<file path="src/rtl/hbi_pkg.sv">
// Functional notes
// - wait output floats whenever neither chip select is active.
// - chip select active with no strobe: wait driven high.
// - each strobe under select: wait low while busy, then high.
// - interrupt goes low when state matches programmed interrupt conditions.
// - any internal register access releases a pending interrupt.
// - interrupt is open drain plus a push-pull copy of equal value.
// - bus width select high gives 16-bit data bus, low 8-bit.
// - external reset clears state and registers to 0, some load initials.
// - dma request asserted when more drawing command data is needed.
// - map select high: registers reached through a 16-byte indirect window.
// - map select low: registers except color table direct in 128 bytes.
// - map select honoured in both compatibility and enhanced operation.
// - enhancement select high: only legacy registers, enhanced stay default.
// - enhancement select low: enhanced registers and double memory rate.
// - 8-bit mode: upper write strobe acts as address bit 0.
// - register space ignores A22-A4 indirect and A22-A8 direct.
// - ready low when access completes, high idle-selected, floats unselected.
// - data bus driven only while read strobe and a chip select active.
package hbi_pkg;

	localparam int          NUM_REGS    = 64;
	localparam int          IDX_W       = 6;
	localparam logic [5:0]  COMPAT_REGS = 6'h20;
	localparam logic [5:0]  IRQ_EN_IDX  = 6'h00;
	localparam logic [5:0]  INIT_IDX    = 6'h01;
	localparam logic [15:0] INIT_VAL    = 16'h0001;
	localparam logic [2:0]  WIN_DATA    = 3'h0;
	localparam logic [2:0]  WIN_INDEX   = 3'h1;

	typedef enum logic [1:0] {ST_IDLE, ST_BUSY, ST_MEMWAIT, ST_DONE} hbi_fsm_e;

	// raw pin levels, active-low strobes kept as on the wire
	typedef struct packed {
		logic        regSelN;
		logic        memSelN;
		logic        rdN;
		logic        wrLoN;
		logic        wrHiN;
		logic        grantN;
		logic        width;
		logic        mapSel;
		logic        enhN;
		logic [21:0] addr;
		logic [15:0] data;
	} hbi_pins_s;

	// synchroniser contents in reset: selects, strobes and grant idle high, mode pins
	// at their pulled-up level, so no false access or grant edge follows reset
	localparam hbi_pins_s PINS_IDLE = '{regSelN: 1'b1, memSelN: 1'b1, rdN: 1'b1, wrLoN: 1'b1,
		wrHiN: 1'b1, grantN: 1'b1, width: 1'b1, mapSel: 1'b1, enhN: 1'b1, addr: 22'h00_0000,
		data: 16'h0000};

	typedef struct packed {
		logic        valid;
		logic        write;
		logic [22:0] addr;
		logic [15:0] wdata;
		logic [1:0]  be;
	} hbi_memreq_s;

	typedef struct packed {
		hbi_pins_s                    sync1;
		hbi_pins_s                    sync2;
		hbi_fsm_e                     fsm;
		logic                         isMem;
		logic [NUM_REGS-1:0][15:0]    regs;
		logic [IDX_W-1:0]             index;
		logic                         irqPend;
		logic [15:0]                  dataOut;
		hbi_memreq_s                  memReq;
		logic                         grantPrev;
		logic                         dmaReq;
		logic                         cmdValid;
		logic [15:0]                  cmdWord;
	} hbi_state_s;

endpackage : hbi_pkg

</file>
<file path="src/rtl/hbi_host_port.sv">
module hbi_host_port
	import hbi_pkg::*;
(
	input  wire  logic        clk,
	input  wire  logic        rstn,
	input  wire  logic        registerSpaceSelectN,
	input  wire  logic        memoryPortSelectN,
	input  wire  logic        rdN,
	input  wire  logic        lowerByteWriteStrobeN,
	input  wire  logic        upperByteWriteStrobeN,
	input  wire  logic [22:1] addrIn,
	input  wire  logic [15:0] dataIn,
	output       logic [15:0] dataOut,
	output       logic [1:0]  dataOeN,
	output       logic        waitOut,
	output       logic        waitOeN,
	output       logic        readyOutN,
	output       logic        readyOeN,
	output       logic        irqOut,
	output       logic        irqOeN,
	output       logic        pushPullIrqOutN,
	input  wire  logic        busWidthSelect,
	input  wire  logic        registerMapSelect,
	input  wire  logic        extendedFeatureSelectN,
	output       logic        dmaRequestOut,
	input  wire  logic        dmaGrantInN,
	input  wire  logic        cmdNeedData,
	output       logic        cmdWordValid,
	output       logic [15:0] cmdWord,
	input  wire  logic [7:0]  eventIn,
	output       hbi_memreq_s memReq,
	input  wire  logic        memAck,
	input  wire  logic [15:0] memRdata,
	output       logic        memDoubleRate
);

	////////////////////////////////////////////////////////////////////////////////
	hbi_state_s       q;
	hbi_state_s       n;
	hbi_pins_s        pinsIn;
	hbi_pins_s        p;
	logic             csAct;
	logic             is8;
	logic             a0;
	logic             wrLo;
	logic             wrHi;
	logic             rdAct;
	logic             strobe;
	logic             isWrite;
	logic [2:0]       winOff;
	logic             regHit;
	logic [IDX_W-1:0] regIdx;
	logic             regLocked;
	logic [15:0]      wdata;
	logic [1:0]       be;
	logic [15:0]      rdWord;
	logic             irqSet;
	logic             regAccess;
	logic             busyNow;

	assign pinsIn = '{regSelN: registerSpaceSelectN, memSelN: memoryPortSelectN,
		rdN: rdN, wrLoN: lowerByteWriteStrobeN, wrHiN: upperByteWriteStrobeN,
		grantN: dmaGrantInN, width: busWidthSelect, mapSel: registerMapSelect,
		enhN: extendedFeatureSelectN, addr: addrIn, data: dataIn};

	// all host pins are asynchronous, so decode only the second stage
	assign p = q.sync2;

	////////////////////////////////////////////////////////////////////////////////
	always_comb
	begin
		n       = q;
		n.sync1 = pinsIn;
		n.sync2 = q.sync1;
		csAct   = !p.regSelN || !p.memSelN;
		is8     = !p.width;
		a0      = is8 && p.wrHiN;
		wrLo    = !p.wrLoN;
		wrHi    = !is8 && !p.wrHiN;
		rdAct   = !p.rdN;
		strobe  = rdAct || wrLo || wrHi;
		isWrite = wrLo || wrHi;
		winOff  = p.addr[2:0];
		// map select decides decode regardless of the enhancement pin
		if (p.mapSel)
		begin
			regHit = (winOff == WIN_DATA);
			regIdx = q.index;
		end
		else
		begin
			regHit = !p.addr[6];
			regIdx = p.addr[5:0];
		end
		regLocked = p.enhN && (regIdx >= COMPAT_REGS);
		wdata     = is8 ? {p.data[7:0], p.data[7:0]} : p.data;
		be        = is8 ? {a0 && wrLo, !a0 && wrLo} : {wrHi, wrLo};
		rdWord    = 16'h0000;
		if (regHit && !regLocked)
		begin
			rdWord = q.regs[regIdx];
		end
		else if (p.mapSel && winOff == WIN_INDEX)
		begin
			rdWord = {10'h000, q.index};
		end
		n.memReq.valid = 1'b0;
		n.cmdValid     = 1'b0;
		regAccess      = 1'b0;
		unique case (q.fsm)
			ST_IDLE:
			begin
				if (csAct && strobe)
				begin
					n.fsm   = ST_BUSY;
					n.isMem = p.regSelN;
				end
			end
			ST_BUSY:
			begin
				if (q.isMem)
				begin
					n.memReq = '{valid: 1'b1, write: isWrite,
						addr: {p.addr, a0}, wdata: wdata, be: be};
					n.fsm    = ST_MEMWAIT;
				end
				else
				begin
					regAccess = 1'b1;
					if (isWrite)
					begin
						if (regHit && !regLocked)
						begin
							if (be[0])
							begin
								n.regs[regIdx][7:0] = wdata[7:0];
							end
							if (be[1])
							begin
								n.regs[regIdx][15:8] = wdata[15:8];
							end
						end
						else if (p.mapSel && winOff == WIN_INDEX && be[0])
						begin
							n.index = wdata[5:0];
						end
					end
					else
					begin
						n.dataOut = is8 ? {8'h00, a0 ? rdWord[15:8] : rdWord[7:0]} : rdWord;
					end
					n.fsm = ST_DONE;
				end
			end
			ST_MEMWAIT:
			begin
				if (memAck)
				begin
					n.dataOut = is8 ? {8'h00, a0 ? memRdata[15:8] : memRdata[7:0]}
						: memRdata;
					n.fsm     = ST_DONE;
				end
			end
			ST_DONE:
			begin
				// the host keeps its strobe until the done indication
				if (!csAct || !strobe)
				begin
					n.fsm = ST_IDLE;
				end
			end
		endcase
		// a new match in the clearing cycle wins over the clear
		irqSet = |(eventIn & q.regs[IRQ_EN_IDX][7:0]);
		if (irqSet)
		begin
			n.irqPend = 1'b1;
		end
		else if (regAccess)
		begin
			n.irqPend = 1'b0;
		end
		n.dmaReq    = cmdNeedData;
		n.grantPrev = p.grantN;
		if (q.grantPrev && !p.grantN)
		begin
			n.cmdValid = 1'b1;
			n.cmdWord  = p.data;
		end
	end

	////////////////////////////////////////////////////////////////////////////////
	always_ff @(posedge clk or negedge rstn)
	begin
		if (!rstn)
		begin
			q                <= '0;
			q.regs[INIT_IDX] <= INIT_VAL;
			q.grantPrev      <= 1'b1;
			// an all-zero synchroniser would look like a selected strobe and a grant edge
			q.sync1          <= PINS_IDLE;
			q.sync2          <= PINS_IDLE;
		end
		else
		begin
			q <= n;
		end
	end

	////////////////////////////////////////////////////////////////////////////////
	// busy also covers the cycle the strobe is first seen, before the state moves
	assign busyNow   = (q.fsm == ST_BUSY) || (q.fsm == ST_MEMWAIT)
		|| (q.fsm == ST_IDLE && strobe);
	assign waitOeN   = !csAct;
	assign waitOut   = !busyNow;
	assign readyOeN  = !csAct;
	assign readyOutN = !(q.fsm == ST_DONE && strobe);
	assign dataOut   = q.dataOut;
	assign dataOeN   = {!(rdAct && csAct && !is8), !(rdAct && csAct)};
	assign irqOut          = 1'b0;
	assign irqOeN          = !q.irqPend;
	assign pushPullIrqOutN = !q.irqPend;
	assign dmaRequestOut   = q.dmaReq;
	assign cmdWordValid    = q.cmdValid;
	assign cmdWord         = q.cmdWord;
	assign memReq          = q.memReq;
	assign memDoubleRate   = !p.enhN;
endmodule : hbi_host_port

</file>
<file path="config.mk">
export PLATFORM = sky130hd
export DESIGN_NAME = hbi_host_port
export DESIGN_NICKNAME = d
export VERILOG_FILES = /design/src/rtl/hbi_pkg.sv /design/src/rtl/hbi_host_port.sv
export SDC_FILE = /design/constraint.sdc
export NUM_CORES = 2
export LEC_CHECK = 0
export BUFFER_PORTS_ARGS = -buffer_cell sky130_fd_sc_hd__buf_2
export CORE_MARGIN = 8
export CORE_UTILIZATION = 42
export CTS_CLUSTER_SIZE = 12
export DETAILED_ROUTE_END_ITERATION = 12
export GPL_ROUTABILITY_DRIVEN = 0
export HOLD_SLACK_MARGIN = 0.15
export PLACE_DENSITY = 0.67
export RECOVER_POWER = 25
export SLEW_MARGIN = 20
export SYNTH_ARGS = -nofsm -noshare
export SYNTH_HDL_FRONTEND = slang
export SYNTH_SLANG_ARGS = --single-unit
</file>
<file path="constraint.sdc">
create_clock -name clk -period 4.1 [get_ports clk]
set_clock_uncertainty 0.1 [all_clocks]
set_input_delay 0.205 -clock clk [delete_from_list [all_inputs] [get_ports clk]]
set_output_delay 0.205 -clock clk [all_outputs]
set_load 0.01 [all_outputs]
</file>
## Yosys cells after proc, flatten, opt, wreduce, memory -nomap -nowiden

Index checks and enable logic that the tools add are counted.

| word-level totals | value |
|---|---|
| bits in registers | 1206 |
| output and inout port bits | 87 |

| cells by class | value |
|---|---|
| magnitude comparators | 3 |
| equal/unequal tests | 9 |
| mux-type cells | 40 |
| bitwise logic cells | 3 |
| reductions and logical operators | 51 |

Operators by type and width:

| cell | count |
|---|---|
| 2-to-1 mux 1024 bit | 6 |
| bitwise mux 1024 bit | 2 |
| demux 16 bit (select 6 bit) | 2 |
| 2-to-1 mux 16 bit | 9 |
| binary-select mux 16 bit (select 6 bit) | 1 |
| 2-to-1 mux 43 bit | 2 |
| one-hot mux 16 bit (2 select lines) | 1 |
| 2-to-1 mux 8 bit | 3 |
| logical NOT 1 bit | 18 |
| 2-to-1 mux 17 bit | 1 |
| logical AND 1 bit | 15 |
| 2-to-1 mux 6 bit | 2 |
| != test 2 bit, second input constant | 5 |
| bitwise AND 8 bit | 1 |
| one-hot mux 2 bit (4 select lines) | 1 |
| AND reduction 4 bit | 2 |
| OR reduction 8 bit | 1 |
| logical OR 1 bit | 7 |
| less-than comparator 6 x 7 -> 1 bit, second input constant | 1 |
| >= comparator 6 x 1 -> 1 bit, second input constant | 1 |
| >= comparator 6 bit, second input constant | 1 |
| 2-to-1 mux 1 bit | 6 |
| 2-to-1 mux 2 bit | 3 |
| AND reduction 5 bit | 1 |
| other kinds (10) | 14 |

## Longest topological paths before layout

| logic depth | value |
|---|---|
| word-level depth | 13 |
| mapped depth | 14 |
| depth with buffers taken out | 10 |

## Worst setup path after synthesis

OpenSTA, ideal clock, no wires.

| timing | value |
|---|---|
| kind | register to register |
| from | register q (netlist bit p[39]) |
| to | register q (netlist bit dataOut[5]) |
| arrival time | 2.720 ns |
| required time | 3.901 ns |
| path slack | 1.180 ns |
| cell stages (with the launch flop) | 12 |
| buffers on the path | 4 |
| cell sequence | dfstp_2 > buf_4 > buf_2 > mux2i_1 > buf_2 > buf_2 > nand2_1 > a311oi_1 > o221ai_1 > a2111oi_0 > nand3_1 > a311oi_1 |

| on the way | value |
|---|---|
| cells in the longest elaborated chain, start to end | 11 |
| elaborated cells between the ends (all ways) | 16 |

Ends and longest elaborated chain:

| what | line | RTL |
|---|---|---|
| start, declared | hbi_host_port.sv:38 | `hbi_state_s q;` |
| start signal, assigned | hbi_host_port.sv:206 | `q <= n;` |
| branches (longest 5 deep; another with binary-select mux 16 bit (select 6 bit)) | n/a |  |
| 2-to-1 mux 16 bit * | hbi_host_port.sv:99 | `if (regHit && !regLocked)` |
| 2-to-1 mux 8 bit | hbi_host_port.sv:150 | `n.dataOut = is8 ? {8'h00, a0 ? rdWord[15:8] : rdWord[7:0]} : rdWord;` |
| 2-to-1 mux 16 bit * | hbi_host_port.sv:150 |  |
| 2-to-1 mux 16 bit * | hbi_host_port.sv:130 | `if (isWrite)` |
| 2-to-1 mux 16 bit * | hbi_host_port.sv:121 | `if (q.isMem)` |
| one-hot mux 16 bit (2 select lines) * | hbi_host_port.sv:110 | `unique case (q.fsm)` |

Mark *: on every way between the ends. The select of a mux whose other input is x is not followed.
A chain may end at the register's enable or synchronous reset.

## Worst setup path after layout

| timing | value |
|---|---|
| from | register q (netlist bit p[39]) |
| to | register q (netlist bit dataOut[3]) |

Same word-level chain as after synthesis.

==> run summary <==
====================================================================================
Total power density per cell area ..................................... 508.1 mW/mm^2
Remaining global-route overflow .......................................            0
Static power due to leakage ...........................................     28.24 nW
Met2 routed wirelength ................................................     75080 um
Total die area ........................................................ 0.1342 sq mm
Violated checks ....................................................... capacitance limit, slew limit
Number of buffers created by CTS ......................................          131
Largest fanout on the critical path ...................................           20
Layout net count ......................................................         4941
CTS Root Buffer Type ..................................................    clkbuf_16
Final critical-path share of the clock period .........................       98.94%
Post-DR vias/cell .....................................................        6.068
Global-route usage over all layers ....................................       25.14%
Synth unique cells ....................................................           75
Area after DPL ........................................................ 0.05476 sq mm
Count of standard-cell rows ...........................................          128
Placed cell count .....................................................         6227
Port buffer count .....................................................          160
Synthesis-stage register bit count ....................................         1206
Minimum period implied by the final worst setup slack .................     4.056 ns
Crit-path cells ....................................................... buf_4 > nor2_1 > a31oi_4 > buf_12 > o22ai_1 > o31ai_1 > o2111ai_1 > or4_1 > nor3b_1 > nor3_1
Largest net degree at the start of global routing .....................          177
Post-synthesis sequential area ratio ..................................       58.61%
Utilization after layout ..............................................       49.34%
Detailed-routed wire length on met3 ...................................     19730 um
Setup slack after layout ..............................................   0.04365 ns
I/O pin cnt ...........................................................          162
Clock tree from TritonCTS .............................................         done
Layout overhead on the synthesized area ...............................       16.53%
Mapped Area ........................................................... 0.05153 sq mm
Fraction of final layout cells with drive strength greater than 1 .....       22.99%
CTS max path bufs .....................................................            3
Status ................................................................ finished, violations left
Vias in the first global route ........................................        39403
Post-Syn Area per Cell ................................................  11.16 sq um
FF/Latch Area ......................................................... 0.03022 sq mm
Max-capacitance violation count .......................................            4
Horizontal extent of the die ..........................................     366.3 um
Setup repair after global routing missed its margin ...................        false
Clock transition at the registers of the reported paths ...............      0.06 ns
Category of the critical setup timing path ............................   reg -> reg
Post-synthesis async set-or-reset flop share ..........................       100.0%
H-tree lvl count ......................................................            4
Worst setup EP type ...................................................    flip-flop
Count of buffering cells on the critical path with inverters included .            2
CP max stage delay ....................................................      0.82 ns
Type of element launching the critical path ...........................    flip-flop
Gate count after technology mapping ...................................         4618
Initial standard-cell utilization of the core .........................       42.34%
Post-synth net total ..................................................         4698
Core outline area ..................................................... 0.1217 sq mm
Multi-input combinational cell area ................................... 0.01949 sq mm
Synthesis Warnings ....................................................            0
Antenna Violating Nets Remaining ......................................            0
Critical path required time ...........................................      4.65 ns
Synth area leaders .................................................... dfrtp_1 (58%), mux2_2 (12%), a21oi_1 (5.8%)
Area share of the leading cell type in the synthesized netlist ........       57.59%
Antenna violations before repair ......................................            6
Setup violations, final ...............................................            0
Clock latency on the worst-skew pair ..................................      0.74 ns
Total vias in the final route .........................................        39962
Number of synthesized flops with an enable pin ........................            0
Hold Crit Class .......................................................    in -> reg
DRC violation count after routing .....................................            0
Overall routed net length .............................................    174400 um
Crit-path leading delay family ........................................ compound AO/OA/AOI/OAI gates
First-pass iteration count of the detailed router .....................            8
Sum of internal, switching and leakage power ..........................     30.51 mW
Peak Freq .............................................................   0.2465 GHz
Number of fill cells in the layout ....................................        10811
Relative slew margins .................................................      -34.37%
Slowest stage cell, crit path .........................................      o31ai_1
Number of hold violations in the final report .........................            0
Measured slew at the worst slew-check pin .............................     2.016 ns
Peak supply drop ......................................................     480.5 uV
Floorplan die height ..................................................     366.3 um
Arr. time, crit path ..................................................      4.61 ns
Post-detailed-placement half-perimeter wirelength .....................    112700 um
Count of placed standard cells in the final layout, fillers left out ..         6586
First-pass GRT wire length ............................................    260700 um
Clock sink count ......................................................         1206
Average detailed-routed wire length per instance ......................     26.48 um
Number of DRC markers in iteration 0 ..................................         4907
Minimum setup slack after placement ...................................   -0.2462 ns
Dominant synthesized flop cell ........................................      dfrtp_1
Final count of pins violating max slew ................................          274
Top routing layer in use ..............................................         met5
Cell type with the largest total area after synthesis .................      dfrtp_1
Met1 wire length ......................................................     70880 um
Cell area after layout ................................................ 0.06005 sq mm
====================================================================================
-- placed cells by master (no fill, tap or decap), types with 11 or more instances in the layout --
cell	count
clkbuf_16	136
o21ai_0	64
nor3_1	16
nand2_1	281
mux2_2	546
a221oi_1	45
a22o_1	11
mux2i_1	32
clkbuf_8	24
nor4_1	17
buf_4	216
o22ai_1	216
a222oi_1	12
buf_2	82
a22oi_1	93
dlygate4sd3_1	125
a31oi_1	41
a211oi_1	13
nand4_1	14
o211ai_1	12
o41ai_1	11
clkbuf_1	129
mux2i_4	11
buf_12	23
nand3_1	36
dfrtp_1	1177
dfstp_2	17
nor2_1	664
mux2_1	49
a21oi_1	598
inv_1	12
o221ai_1	17
-- power breakdown --
group	switching, mW	internal [mW]
clock network	4.88	6.69
registers	0.556	12.6
logic	3.93	1.86
total	9.37	21.1
-- synth_stat cells (14+ instances only) --
library cell	number
o22ai_1	217
a21oi_1	599
mux2_1	48
buf_4	79
a31oi_1	41
o221ai_1	17
buf_1	32
clkbuf_1	197
nand2_1	281
nor2_1	667
nand3_1	36
buf_2	115
nor3_1	16
a221oi_1	45
dfrtp_1	1186
nor4_1	20
nand4_1	14
mux2_2	548
dfstp_2	20
a22oi_1	93
mux2i_1	43
o21ai_0	64
-- final cells by class --
class	count	share of cell area, %
multi-input cells	2975	32.46
flip-flops and latches	1206	50.31
diodes	2	0.008334
repair buffers	534	6.815
clock inverters	22	0.4146
well taps	1625	3.386
inverters	13	0.08126
clock buffers	209	6.523
-- worst min-delay path: cells and delay by family --
family                 cells  cell delay (ns)
AND/OR/NAND/NOR            1             0.08
buffers and inverters      2             0.61
AO/OA/AOI/OAI              1             0.08
-- path summary, 6_finish.rpt --
| check | end | slack [ns] | depth (start not counted) | from |
|---|---|---|---|---|
| max | dataOut[3] | 0.04 | 10 | p[39] |
| min | q[78] | 0.18 | 4 | eventIn[4] |
| max reg2reg | dataOut[3] | 0.04 | 10 | p[39] |
| min reg2reg | p[33] | 0.24 | 0 | n[1145] |
| max in group asynchronous | p[7] | 0.53 | 4 | rstn |
| min in group asynchronous | q[353] | 1.28 | 4 | rstn |
-- sequential cells by signal, summed over array words and instances, names as in the netlist --
name,cells
cmdWord,16
dataOut,16
n,48
memReq,43
dmaRequestOut,1
q,1035
p,46
cmdWordValid,1
-- metrics by stage --
step	TNS [ns]	hold WS (ns)
final	0	0.1846
after global routing	0	0.2295
after CTS	0	0.1554
after detailed placement	-0.5875	0.003547
after global placement	-0.3751	0.002831
after floorplan	0	-0.1906
-- kinds of logic (layout without fill, tap and decap cells) --
| kind of cell | count (synthesis) | after routing | synth area share, % |
|---|---|---|---|
| adders and majority gates | 5 | 5 | 0.1214 |
| AOI/OAI and AO/OA | 1214 | 1214 | 14.28 |
| and+or+nand+nor | 1115 | 1115 | 9.022 |
| muxes | 640 | 640 | 13.90 |
| other | 1 | 3 | 0.007277 |
| buffers and inverters | 437 | 778 | 4.052 |
| DFF | 1206 | 1206 | 58.61 |
-- timing repair --
action                                  in CTS  in global routing
hold buffers                               126                  0
pin swaps                                    0                  0
hold endpoints to repair                   975                  0
setup buffers                                0                  0
resized for setup                            2                  5
endpoints found under the setup margin       3                  5
-- metal layers --
| metal | up-vias | track usage [%] |
|---|---|---|
| met4 | 4 | 11.73 |
| met2 | 2207 | 36.92 |
| met3 | 468 | 7.266 |
| li1 | 16992 | - |
| met5 | - | 0 |
| met1 | 20291 | 34.32 |
Note: power is estimated with default switching activity, not from simulation.
